File: src/ebr_cfg.svh
// Constants for the external bus ready and wait-state block.
// Assumes a 32-bit register port with a 4-bit byte address.
`ifndef EBR_CFG_SVH
`define EBR_CFG_SVH

// Register byte offsets
`define EBR_REG_BUSCTL 4'h0
`define EBR_REG_STATUS 4'h4
`define EBR_REG_AW 4

// Bus control register fields
`define EBR_SEL_HI 4
`define EBR_SEL_LO 3
`define EBR_WCNT_HI 7
`define EBR_WCNT_LO 5
`define EBR_BCMP_BIT 8
`define EBR_BUSCTL_RST 32'h000000F8
`define EBR_WCNT_W 3

// Status register fields
`define EBR_STS_BUSY_BIT 0
`define EBR_STS_WPEND_BIT 1
`define EBR_STS_RDY_BIT 2
`define EBR_STS_FLOAT_BIT 3
`define EBR_STS_NULL_BIT 4

// External bus geometry
`define EBR_AW 24
`define EBR_DW 32
`define EBR_BANK_HI 23
`define EBR_BANK_LO 16
`define EBR_PAGE_HI 23
`define EBR_PAGE_LO 22
`define EBR_NPAGE 4

`endif

File: src/ebr_pkg.sv
// Types for the external bus ready and wait-state block.
// Assumes ebr_cfg.svh is on the include path.
`include "ebr_cfg.svh"

package ebr_pkg;

  typedef enum logic [1:0] {
    EBR_IDLE = 2'b00,
    EBR_NULL = 2'b01,
    EBR_ACC = 2'b11
  } ebr_state_t;

  typedef enum logic [1:0] {
    EBR_SEL_EXT = 2'b00,
    EBR_SEL_CNT = 2'b01,
    EBR_SEL_AND = 2'b10,
    EBR_SEL_OR = 2'b11
  } ebr_rdy_sel_t;

  typedef struct packed {
    ebr_state_t st;
    logic [`EBR_WCNT_W-1:0] wcnt;
    ebr_rdy_sel_t sel;
    logic bcmp;
    logic [`EBR_AW-1:0] addr;
    logic [`EBR_DW-1:0] wdata;
    logic is_wr;
    logic oe_n;
    logic external_access_strobe_n;
    logic [`EBR_BANK_HI-`EBR_BANK_LO:0] last_bank;
    logic bank_valid;
    logic [`EBR_DW-1:0] rdata;
    logic rd_valid;
    logic [`EBR_DW-1:0] reg_rdata;
    logic rdy_s1;
    logic rdy_s2;
    logic flt_s1;
    logic flt_s2;
    logic [`EBR_DW-1:0] din_s1;
    logic [`EBR_DW-1:0] din_s2;
    logic [`EBR_DW-1:0] keep_val;
  } ebr_ctrl_state_t;

  typedef struct packed {
    logic [`EBR_WCNT_W-1:0] cnt;
  } ebr_wcnt_state_t;

endpackage

File: src/ebr_bus_ctrl.sv
// External bus controller: ready combining, wait states, posted writes,
// bank compare, data bus keeper and page selects.
// Assumes mclk_i is the internal phase clock; pins arrive asynchronously.
//
// Summary of operation
// RL1: Combined ready sampled every phase clock rising edge
// RL2: Selector bits 4:3 pick ready source
// RL3: Reset selector ORs counter with ready
// RL4: AND mode: ready low completes immediately
// RL5: OR mode, ready low: count and bank
// RL6: OR mode, ready high: extend beyond count
// RL7: Bank change before read inserts one idle
// RL8: Writes posted; buffer holds address and data
// RL9: Keeper holds data unless float control low
// RL10: External logic may feed address into ready
// RL11: Four page selects decoded from top bits
// RL12: One bus control register sets timing
// RL13: Counter loads count, ready after count cycles
// RL14: External ready input is active low
//
// The plain strobed port and the address map are this design's own decisions.
`include "ebr_cfg.svh"

module ebr_bus_ctrl (
  input wire logic mclk_i,
  input wire logic rst_i,
  // Register port
  input wire logic [`EBR_REG_AW-1:0] reg_addr_i,
  input wire logic [`EBR_DW-1:0] reg_wdata_i,
  input wire logic reg_we_i,
  input wire logic reg_re_i,
  output logic [`EBR_DW-1:0] reg_rdata_o,
  // Core access request
  input wire logic req_valid_i,
  input wire logic req_we_i,
  input wire logic [`EBR_AW-1:0] req_addr_i,
  input wire logic [`EBR_DW-1:0] req_wdata_i,
  output logic req_ready_o,
  output logic [`EBR_DW-1:0] rd_data_o,
  output logic rd_valid_o,
  // External pins
  output logic [`EBR_AW-1:0] ext_addr_o,
  output logic [`EBR_DW-1:0] ext_data_o,
  output logic ext_data_oe_n_o,
  input wire logic [`EBR_DW-1:0] ext_data_i,
  output logic ext_external_access_strobe_n_o,
  output logic ext_rw_o,
  input wire logic ext_ready_n_i,
  input wire logic pin_float_control_n_i,
  output logic [`EBR_NPAGE-1:0] page_sel_n_o,
  // Bus keeper drive
  output logic [`EBR_DW-1:0] keep_val_o,
  output logic keep_en_o
);
  import ebr_pkg::*;

  ebr_ctrl_state_t s_reg;
  ebr_ctrl_state_t s_next;

  logic int_ready;
  logic cnt_load;
  logic ext_ready;
  logic comb_ready;
  logic floating;
  logic start;
  logic bank_change;
  logic [`EBR_BANK_HI-`EBR_BANK_LO:0] req_bank;
  logic [`EBR_DW-1:0] busctl_view;
  logic [`EBR_DW-1:0] status_view;

  ebr_wait_counter u_wait (
    .mclk_i(mclk_i),
    .rst_i(rst_i),
    .load_i(cnt_load),
    .load_val_i(s_reg.wcnt),
    .int_ready_o(int_ready)
  );

  ebr_page_decode u_page (
    .page_i(s_reg.addr[`EBR_PAGE_HI:`EBR_PAGE_LO]),
    .external_access_strobe_n_i(s_reg.external_access_strobe_n),
    .page_sel_n_o(page_sel_n_o)
  );

  // Synchronised pin levels only; never the first stage
  assign ext_ready = ~s_reg.rdy_s2; // RL14
  assign floating = ~s_reg.flt_s2;
  assign req_bank = req_addr_i[`EBR_BANK_HI:`EBR_BANK_LO];

  // Ready source mux
  always_comb begin
    case (s_reg.sel) // RL2
      EBR_SEL_EXT: comb_ready = ext_ready;
      EBR_SEL_CNT: comb_ready = int_ready;
      EBR_SEL_AND: comb_ready = ext_ready | int_ready; // RL4
      EBR_SEL_OR: comb_ready = ext_ready & int_ready; // RL5 RL6
      default: comb_ready = int_ready;
    endcase
  end

  // No new access while pins are floated
  assign req_ready_o = (s_reg.st == EBR_IDLE) & ~floating;
  assign start = req_valid_i & req_ready_o;
  assign bank_change = s_reg.bank_valid & (req_bank != s_reg.last_bank);

  always_comb begin
    busctl_view = '0;
    busctl_view[`EBR_WCNT_HI:`EBR_WCNT_LO] = s_reg.wcnt;
    busctl_view[`EBR_SEL_HI:`EBR_SEL_LO] = s_reg.sel;
    busctl_view[`EBR_BCMP_BIT] = s_reg.bcmp;
  end

  always_comb begin
    status_view = '0;
    status_view[`EBR_STS_BUSY_BIT] = (s_reg.st != EBR_IDLE);
    status_view[`EBR_STS_WPEND_BIT] = (s_reg.st != EBR_IDLE) & s_reg.is_wr;
    status_view[`EBR_STS_RDY_BIT] = ext_ready;
    status_view[`EBR_STS_FLOAT_BIT] = floating;
    status_view[`EBR_STS_NULL_BIT] = (s_reg.st == EBR_NULL);
  end

  always_comb begin
    s_next = s_reg;
    cnt_load = 1'b0;
    s_next.rd_valid = 1'b0;

    // Two-flop synchronisers for pin inputs
    s_next.rdy_s1 = ext_ready_n_i;
    s_next.rdy_s2 = s_reg.rdy_s1;
    s_next.flt_s1 = pin_float_control_n_i;
    s_next.flt_s2 = s_reg.flt_s1;
    s_next.din_s1 = ext_data_i;
    s_next.din_s2 = s_reg.din_s1;

    // Register write: one control register for all timing
    if (reg_we_i && (reg_addr_i == `EBR_REG_BUSCTL)) begin
      s_next.wcnt = reg_wdata_i[`EBR_WCNT_HI:`EBR_WCNT_LO]; // RL12
      s_next.sel = ebr_rdy_sel_t'(reg_wdata_i[`EBR_SEL_HI:`EBR_SEL_LO]); // RL2
      s_next.bcmp = reg_wdata_i[`EBR_BCMP_BIT]; // RL7
    end

    // Register read, data valid in the next cycle only
    s_next.reg_rdata = '0;
    if (reg_re_i) begin
      case (reg_addr_i)
        `EBR_REG_BUSCTL: s_next.reg_rdata = busctl_view;
        `EBR_REG_STATUS: s_next.reg_rdata = status_view;
        default: s_next.reg_rdata = '0;
      endcase
    end

    case (s_reg.st)
      EBR_IDLE: begin
        if (start) begin
          // Latch is the posting buffer; core is released at once
          s_next.addr = req_addr_i; // RL8
          s_next.wdata = req_wdata_i; // RL8
          s_next.is_wr = req_we_i;
          // Only reads pay the idle cycle on a bank change
          if (!req_we_i && s_reg.bcmp && bank_change) begin
            s_next.st = EBR_NULL; // RL7
          end else begin
            s_next.st = EBR_ACC;
            s_next.external_access_strobe_n = 1'b0;
            s_next.oe_n = ~req_we_i;
            cnt_load = 1'b1; // RL13
          end
          s_next.last_bank = req_bank;
          s_next.bank_valid = 1'b1;
        end
      end
      EBR_NULL: begin
        s_next.st = EBR_ACC; // RL7
        s_next.external_access_strobe_n = 1'b0;
        cnt_load = 1'b1; // RL13
      end
      EBR_ACC: begin
        // Decision on the synchronised level at this edge
        if (comb_ready) begin // RL1
          s_next.st = EBR_IDLE;
          s_next.external_access_strobe_n = 1'b1;
          s_next.oe_n = 1'b1;
          if (!s_reg.is_wr) begin
            s_next.rdata = s_reg.din_s2;
            s_next.rd_valid = 1'b1;
          end
        end
      end
      default: begin
        s_next.st = EBR_IDLE;
        s_next.external_access_strobe_n = 1'b1;
        s_next.oe_n = 1'b1;
      end
    endcase

    // Keeper follows whoever drove the bus last
    if (!s_reg.oe_n) begin
      s_next.keep_val = s_reg.wdata; // RL9
    end else if ((s_reg.st == EBR_ACC) && comb_ready && !s_reg.is_wr) begin
      s_next.keep_val = s_reg.din_s2; // RL9
    end
  end

  always_ff @(posedge mclk_i) begin
    if (rst_i) begin
      s_reg <= '0;
      s_reg.st <= EBR_IDLE;
      s_reg.wcnt <= `EBR_WCNT_W'(`EBR_BUSCTL_RST >> `EBR_WCNT_LO);
      s_reg.sel <= EBR_SEL_OR; // RL3
      s_reg.oe_n <= 1'b1;
      s_reg.external_access_strobe_n <= 1'b1;
      s_reg.rdy_s1 <= 1'b1;
      s_reg.rdy_s2 <= 1'b1;
      s_reg.flt_s1 <= 1'b1;
      s_reg.flt_s2 <= 1'b1;
    end else begin
      s_reg <= s_next;
    end
  end

  assign reg_rdata_o = s_reg.reg_rdata;
  assign rd_data_o = s_reg.rdata;
  assign rd_valid_o = s_reg.rd_valid;
  assign ext_addr_o = s_reg.addr;
  assign ext_data_o = s_reg.wdata;
  // Float control overrides the data and keeper drive; address, strobe and page selects stay driven
  assign ext_data_oe_n_o = s_reg.oe_n | floating;
  assign ext_external_access_strobe_n_o = s_reg.external_access_strobe_n;
  assign ext_rw_o = ~s_reg.is_wr;
  assign keep_val_o = s_reg.keep_val;
  assign keep_en_o = ~floating; // RL9

endmodule // ebr_bus_ctrl

File: src/ebr_wait_counter.sv
// Internal wait-state counter.
// Assumes load_i pulses on the edge that starts the strobe phase.
`include "ebr_cfg.svh"

module ebr_wait_counter (
  input wire logic mclk_i,
  input wire logic rst_i,
  input wire logic load_i,
  input wire logic [`EBR_WCNT_W-1:0] load_val_i,
  output logic int_ready_o
);
  import ebr_pkg::*;

  ebr_wcnt_state_t s_reg;
  ebr_wcnt_state_t s_next;

  always_comb begin
    s_next = s_reg;
    if (load_i) begin
      s_next.cnt = load_val_i; // RL13
    end else if (s_reg.cnt != '0) begin
      s_next.cnt = s_reg.cnt - `EBR_WCNT_W'(1);
    end
  end

  always_ff @(posedge mclk_i) begin
    if (rst_i) begin
      s_reg <= '0;
    end else begin
      s_reg <= s_next;
    end
  end

  // Ready once the loaded count has run down
  assign int_ready_o = (s_reg.cnt == '0); // RL13

endmodule // ebr_wait_counter

File: src/ebr_page_decode.sv
// Predecoded page selects from the top address bits and the strobe.
// Assumes registered address and strobe inputs, so outputs are glitch free.
`include "ebr_cfg.svh"

module ebr_page_decode (
  input wire logic [`EBR_PAGE_HI-`EBR_PAGE_LO:0] page_i,
  input wire logic external_access_strobe_n_i,
  output logic [`EBR_NPAGE-1:0] page_sel_n_o
);
  import ebr_pkg::*;

  genvar g;
  generate
    for (g = 0; g < `EBR_NPAGE; g = g + 1) begin : g_page
      // One quarter of the space each, only while strobing
      assign page_sel_n_o[g] = external_access_strobe_n_i | (page_i != 2'(g)); // RL11
    end
  endgenerate

endmodule // ebr_page_decode

File: config.mk
export PLATFORM = sky130hd
export DESIGN_NAME = ebr_bus_ctrl
export DESIGN_NICKNAME = d
export VERILOG_FILES = /design/src/ebr_pkg.sv /design/src/ebr_bus_ctrl.sv /design/src/ebr_wait_counter.sv /design/src/ebr_page_decode.sv
export VERILOG_INCLUDE_DIRS = /design/src
export SDC_FILE = /design/constraint.sdc
export NUM_CORES = 1
export LEC_CHECK = 0
export BUFFER_PORTS_ARGS = -buffer_cell sky130_fd_sc_hd__buf_2
export CAP_MARGIN = 20
export CORE_MARGIN = 4
export CORE_UTILIZATION = 52
export CTS_BUF_LIST = sky130_fd_sc_hd__clkbuf_8
export CTS_CLUSTER_DIAMETER = 40
export DETAILED_ROUTE_END_ITERATION = 7
export GPL_ROUTABILITY_DRIVEN = 0
export GPL_TIMING_DRIVEN = 0
export PLACE_DENSITY = 0.83
export SLEW_MARGIN = 20
export SYNTH_ARGS = -nofsm -noshare
export SYNTH_HDL_FRONTEND = slang
export SYNTH_SLANG_ARGS = --single-unit
File: constraint.sdc
create_clock -name mclk_i -period 2 [get_ports mclk_i]
set_input_delay 0.4 -clock mclk_i [delete_from_list [all_inputs] [get_ports mclk_i]]
set_output_delay 0.4 -clock mclk_i [all_outputs]
set_load 0.1 [all_outputs]
==> impl_results.md, run 1 <==
* Status: finished, final reports clean
* Worst vdd ir at about 0.00076 V
* Share of the synthesized area in the top cell type at 0.5055
* Sequential area share after synthesis at 0.5055
* Drt via density at about 4.8
* Starting Density at 0.5310
* CTS max path bufs at 3
* Routed Antenna Nets at 0
* Hold-fix buffers at CTS at 0
* R2R cell count at 9
* Routed length per instance at about 16 um
* Placed insts at 1443
* Period minus WS final at 1.948 ns
* Sw frac at 0.3438
* Vias at 7299
* Slew @ Worst Pin at 0.7414 ns
* Sink Count at 213
* Layout Utilization at 0.6890
* Final hold slack at 0.07583 ns
* Worst Skew at 0.008616 ns
* # Max-Cap Violations at 0
* # port buffers at 243
* CP endpoint kind: register
* Clock share of power at 0.351
* Clock insertion delay at the later pin of the skew report at about 0.5 ns
* CP Max Fanout at 10
* Vias in the first global route at 7293
* Final Hold Viols at 0
* Most frequent cells in the layout: buf_2 (247), nand2_1 (217), dfxtp_1 (209), buf_4 (159), a21oi_1 (93)
* Seq cells post-synth at 213
* Die ar. at 18320 sq um
* Pleak at 5.199 nW
* Setup slack after layout at 0.05215 ns
* # DRC at 0
* Filler cell count at approximately 1300
* Max reg flops at 38
* Post-Layout Cell Count at 1511
* Critical Path RT at 2.41 ns
* CP Buf/Inv Count at 3
* Total gr overflow at 0
* CTS tree: built
* Hold path depth at 2
* Ports at 294
* Leading cell type in the layout, fill and taps excluded: buf_2
* Clock-pin slew on the worst setup and hold paths at 0.06 ns
* Synth area leaders: dfxtp_1 (51%), buf_4 (14%), nand2_1 (9.7%), a21oi_1 (5.5%), nor2b_1 (4.7%)
* Clock root cell: clkbuf_8
* Initial antenna violation count at 0
* Initial DRT Pass Iterations at 5
* CTS H-tree lvls at 2
* Inserted Clock Buffers at 36
* Gr usage total at 0.2521
* Final Max Slew Viols at 0
* Internal at 0.007575 W
* Max incr delay on CP at 0.32 ns
* CP top delay family: compound AO/OA/AOI/OAI gates
* Synthesis warning total at 0
* Synthesis-to-layout area growth at 29.74%
* Sequential share of power at 0.404
* Psw at 0.003968 W
* Synth cell types at between 40 and 50
* Fmax at 513.4 MHz
* Share of synthesized flip-flops with an asynchronous set or reset at 0
* Crit start category: register
* Final layout net count at roughly 1400
* Hold Path Sink: s_next[96]$_SDFF_PP1_
* Drt total wl at roughly 24 mm
* Die H at 135.4 um
* Share of cells above drive strength 1 at 0.3895
* Die Width at 135.4 um
* Critical-path top delay cell: dfxtp_1
* Largest net degree at the start of global routing at 11
* Period utilization at 0.9739
* 1st-iter DRT viols at roughly 400
* Hold WC Path Type: input pin to register
* Pwr/cell area at 1055 nW/um^2
* Worst R2R End: keep_val_o[18]$_SDFFE_PP0P_
* Hpwl dp at 17.54 mm
* Mapped Cells at around 960
* Synth Area per Inst at 8.769 sq um
* Rel. slew slack at 0.5057
* Reg-to-Reg Start: u_wait.s_reg[0]$_SDFFE_PP0P_
* First-pass GRT wire length at 36.28 mm
* Core ar. at 15890 sq um
* Logic pwr share at 0.245
* HP Start: pin_float_control_n_i
* EDFF count, synth at 0
* R2R Setup Slk at about 0.052 ns
* Place WS at -0.2856 ns
* Ys flop type: dfxtp_1
* WS Path Type: register to register
* Critical path data arrival time at 2.36 ns
* Synth area leader: dfxtp_1
* Post-Syn Area at 8436 sq um
* Setup violators final at 0
* Rows at 46
* CP cell instances: inv_1, ha_2, nand3b_1, a21o_2, a21oi_4, buf_12, buf_6, nand2_1, a311oi_2
* Total Power at between 0.01 and 0.015 W
logic make-up after synthesis:
family,after synthesis,synth area share
simple gates,370,0.1961
buf+inv,216,0.1692
flops,213,0.5055
compound gates,149,0.1141
xor+xnor,9,0.009345
fa+ha+maj,2,0.002966
mux,2,0.002373
other cells,1,0.0004445
power by group through the flow:
stage	clock (W)	sequential (W)	combinational [W]
after global placement	0	0.00475	0.00274
after global routing	0.00432	0.00469	0.00298
after floorplan	0	0.00473	0.00227
final	0.00405	0.00467	0.00283
after CTS	0.00410	0.00467	0.00279
after detailed placement	0	0.00476	0.00277
layer usage:
metal / routed length [um] / track usage / vias to the layer above
li1: - / - / 3559
met2: 11810 / 0.4383 / 342
met5: 0 / 0 / -
met3: 2209 / 0.07169 / 46
met4: 541 / 0.08735 / 0
met1: 9378 / 0.2985 / 3352
through the flow:
step | instance area [sq um] | TNS (ns)
after floorplan | 8526 | 0
after global routing | 10940 | -0.05431
after global placement | 10010 | -5.749
after detailed placement | 10010 | -16.48
final | 10940 | 0
after CTS | 10830 | 0
cells in the mapped netlist (all sizes together), types with 2 or more instances:
| cell type | n |
|---|---|
| dfxtp | 213 |
| buf | 171 |
| nand2 | 217 |
| nand3b | 3 |
| nor3 | 4 |
| or3b | 2 |
| and2 | 5 |
| or2 | 6 |
| nor2b | 64 |
| a211o | 5 |
| a311oi | 32 |
| nand3 | 3 |
| nand4 | 2 |
| xnor2 | 9 |
| nor2 | 55 |
| inv | 8 |
| a21oi | 94 |
| a21o | 3 |
| nand2b | 5 |
| mux2i | 2 |
| ha | 2 |
| clkbuf | 37 |
| o21ai | 7 |
worst max path at each step:
stage,start,to,slack [ns],depth (start not counted)
2_1_floorplan,keep_en_o$_SDFF_PP1_,ext_addr_o[0]$_SDFFE_PP0P_,0.01,6
3_3_place_gp,rst_i,keep_val_o[31]$_SDFFE_PP0P_,-0.25,4
3_5_place_dp,rst_i,keep_val_o[0]$_SDFFE_PP0P_,-0.29,4
4_1_cts,s_reg[239]$_SDFFE_PP0P_,req_ready_o,0.005,4
5_1_grt,u_wait.s_reg[1]$_SDFFE_PP0P_,keep_val_o[18]$_SDFFE_PP0P_,-0.02,9
6_report,u_wait.s_reg[0]$_SDFFE_PP0P_,keep_val_o[18]$_SDFFE_PP0P_,0.05,9
cell type report:
type / instances / area (sq um) / share of cell area
timing repair buffer: 246 / 1310 / 0.1197
clock buffer: 46 / 633.1 / 0.05785
tap: 216 / 270.3 / 0.02469
sequential: 213 / 4274 / 0.3905
antenna: 1 / 2.502 / 0.0002287
multi-input combinational: 555 / 2865 / 0.2618
inverter: 8 / 33.78 / 0.003087
clock inverter: 18 / 136.4 / 0.01246
buffer: 208 / 1419 / 0.1296
worst reg2reg max path: cells and delay by family, from the launching register on:
family	cells	cell delay (ns)
AO/OA/AOI/OAI	3	0.73
adder cells (fa/ha/maj)	1	0.22
buffers and inverters	3	0.36
flip-flops	1	0.32
AND/OR/NAND/NOR	2	0.23
what timing repair did:
item | in CTS | in global routing
endpoints found under the setup margin | 7 | 64
pin swaps | 0 | 1
gates resized for setup | 17 | 19
hold endpoints to repair | 0 | 0
setup buffers | 0 | 2
cloned | 0 | 1
Power figures use the tool's default switching activity.
==> run 2, diff against run 1 <==
--- a/config.mk
+++ b/config.mk
@@ -10,7 +10,7 @@
 export CAP_MARGIN = 20
 export CORE_MARGIN = 4
 export CORE_UTILIZATION = 52
-export CTS_BUF_LIST = sky130_fd_sc_hd__clkbuf_8
+export CTS_BUF_LIST = sky130_fd_sc_hd__clkbuf_2
 export CTS_CLUSTER_DIAMETER = 40
 export DETAILED_ROUTE_END_ITERATION = 7
 export GPL_ROUTABILITY_DRIVEN = 0
@@ -20,3 +20,4 @@
 export SYNTH_ARGS = -nofsm -noshare
 export SYNTH_HDL_FRONTEND = slang
 export SYNTH_SLANG_ARGS = --single-unit
+export TNS_END_PERCENT = 20
==> run 2 against run 1 <==
Compared with the run above: the flow now finishes with violations (design-rule violations, negative setup slack); maximum frequency fell by 11%; count of clock-buffer cells in the layout is 27 higher; setup slack got worse by 0.24 ns; highest routed layer unchanged; clock skew increased by 0.032 ns; total power decreased by 5.9%; cell count increased by 8.7%; clock power shrank 31%; sequential power hardly changed; register-to-register slack is essentially flat.
==> impl_results.md, run 2 (synthesized netlist as in run 1, its figures left out) <==
* Die Width at 135.4 um (unchanged)
* 1st-iter DRT viols at 624 (+55%)
* Starting Density at 0.5310 (unchanged)
* Critical path data arrival time at 1.79 ns (-0.57 ns)
* Initial DRT Pass Iterations at 7 (+2)
* Failing checks: design-rule violations, negative setup slack
* CTS H-tree lvls at 2 (unchanged)
* Inserted Clock Buffers at 52 (+44%)
* Period minus WS final at 2.190 ns (+0.2421 ns)
* Crit start category: register
* Final Hold Viols at 0 (unchanged)
* Gr usage total at 0.3056 (+0.05348)
* Max incr delay on CP at 0.42 ns (+0.10 ns)
* Total Power at 0.01086 W (-5.9%)
* Sink Count at 213 (unchanged)
* Leading cell type in the layout, fill and taps excluded: buf_4
* CP Max Fanout at 4 (-6)
* Final hold slack at 0.07890 ns (+0.003067 ns)
* Clock-pin slew on the worst setup and hold paths at 0.12 ns (+0.06 ns)
* Drt total wl at 30.60 mm (+28%)
* Worst vdd ir at 0.0006348 V (-17%)
* # DRC at 2 (+2)
* Rel. slew slack at 0.5107 (+0.004986)
* Setup slack after layout at -0.1899 ns (-0.2421 ns)
* WS Path Type: register to output port
* Placed insts at 1443 (unchanged)
* Drt via density at 5.157 (+6.7%)
* Rows at 46 (unchanged)
* Final Max Slew Viols at 0 (unchanged)
* Routed Antenna Nets at 0 (unchanged)
* # Max-Cap Violations at 0 (unchanged)
* Filler cell count at 994 (-23%)
* Fmax at 456.6 MHz (-11%)
* Pwr/cell area at 871.8 nW/um^2 (-17%)
* Die H at 135.4 um (unchanged)
* Ports at 294 (unchanged)
* RSZ-0062 raised after global routing: true
* Worst Skew at 0.04060 ns (+0.03199 ns)
* Die ar. at 18320 sq um (unchanged)
* Vias at 8467 (+16%)
* Post-Layout Cell Count at 1642 (+8.7%)
* Routed length per instance at 18.64 um (+18%)
* CP top delay family: simple AND/OR/NAND/NOR gates
* Clock insertion delay at the later pin of the skew report at 0.76 ns (+0.25 ns)
* Period utilization at 1.095 (+0.1210)
* Fin Setup TNS at -0.4747 ns (-0.4747 ns)
* Critical-path top delay cell: or3b_4
* Place WS at -0.2074 ns (+0.07820 ns)
* Slew @ Worst Pin at 0.7339 ns (-0.007478 ns)
* Pleak at 5.701 nW (+9.7%)
* Share of cells above drive strength 1 at 0.3860 (-0.003525)
* Synthesis-to-layout area growth at 47.61%
* CP Buf/Inv Count at 1 (-2)
* Clock root cell: clkbuf_2
* First-pass GRT wire length at 43.82 mm (+21%)
* Hold WC Path Type: input pin to register
* Setup violators final at 4 (+4)
* CTS max path bufs at 3 (unchanged)
* Critical Path RT at 1.60 ns (-0.81 ns)
* Largest net degree at the start of global routing at 14 (+3)
* # port buffers at 243 (unchanged)
* Core ar. at 15890 sq um (unchanged)
* Most frequent cells in the layout: buf_4 (221), nand2_1 (216), dfxtp_1 (196), buf_2 (114), dlygate4sd3_1 (101)
* Initial antenna violation count at 0 (unchanged)
* Vias in the first global route at 8695 (+19%)
* Total gr overflow at 0 (unchanged)
* CTS tree: built
* Max reg flops at 38 (unchanged)
* Final layout net count at 1527 (+8.9%)
* CP endpoint kind: output port
* CP cell instances: or3b_4, buf_12
* Status: finished, violations left
* Hpwl dp at 17.28 mm (-1.5%)
run 2: cell count changes in the layout (fill, tap and decap cells not counted), moves of 8 or more:
cell           delta
buf_2           -133
buf_4            +62
buf_6            +66
buf_8             +8
clkbuf_2         +75
clkbuf_8         -46
clkinv_1         +10
dfxtp_1          -13
dfxtp_2           +9
dlygate4sd3_1   +101
inv_1             -8
run 2: tightest hold or removal path, delay by kind of cell:
| kind | cells | cell delay [ns] |
|---|---|---|
| buffers and inverters | 1 | 0.10 |
| AO/OA/AOI/OAI | 1 | 0.07 |
| AND/OR/NAND/NOR | 2 | 0.24 |
run 2: path summary, 6_finish.rpt:
check	from	to	slack (ns)	cells after the start
setup / recovery	ext_addr_o[22]$_SDFFE_PP0P_	page_sel_n_o[1]	-0.19	2
hold / removal	reg_re_i	reg_rdata_o[3]$_SDFF_PP0_	0.08	4
setup reg to reg	u_wait.s_reg[1]$_SDFFE_PP0P_	keep_val_o[14]$_SDFFE_PP0P_	0.06	9
hold reg to reg	s_next[42]$_SDFF_PP0_	s_reg[42]$_SDFF_PP0_	0.42	1
run 2: repair_timing:
action                                  in CTS  in global routing
hold buffers                               101                  0
pin swaps                                    5                  3
endpoints found under the hold margin      107                  0
buffers inserted                             7                  5
endpoints found under the setup margin     139                125
gates resized for setup                    211                 86
gates cloned                                 0                  1
run 2: routing by layer:
metal	part of all wire	up-vias	wire (um)	GRT usage
li1	-	3842	-	-
met1	0.35	3951	10770	0.3311
met2	0.51	548	15520	0.5429
met3	0.097	126	2957	0.08804
met4	0.044	0	1357	0.1540
met5	0	-	0	0
run 2: final cells by class:
class,instances,area (sq um),area share
clock inverter,13,77.57,0.006230
antenna,1,2.502,0.0002010
clock buffer,73,365.4,0.02934
buffer,206,1424,0.1143
multi-input combinational,555,2888,0.2319
inverter,8,30.03,0.002412
tap,216,270.3,0.02170
timing repair buffer,357,3094,0.2485
sequential,213,4300,0.3454
run 2: where the power goes:
part | internal, W | switching [W]
clock network | 0.00110 | 0.00171
registers | 0.00450 | 0.000185
logic | 0.00111 | 0.00226
total | 0.00670 | 0.00415
run 2: per-stage QoR:
stage               utilization  area, sq um
floorplan                     -         8521
global placement         0.6300        10010
detailed placement       0.6300        10010
CTS                      0.7627        12120
global route             0.7837        12450
finish                   0.7839        12450
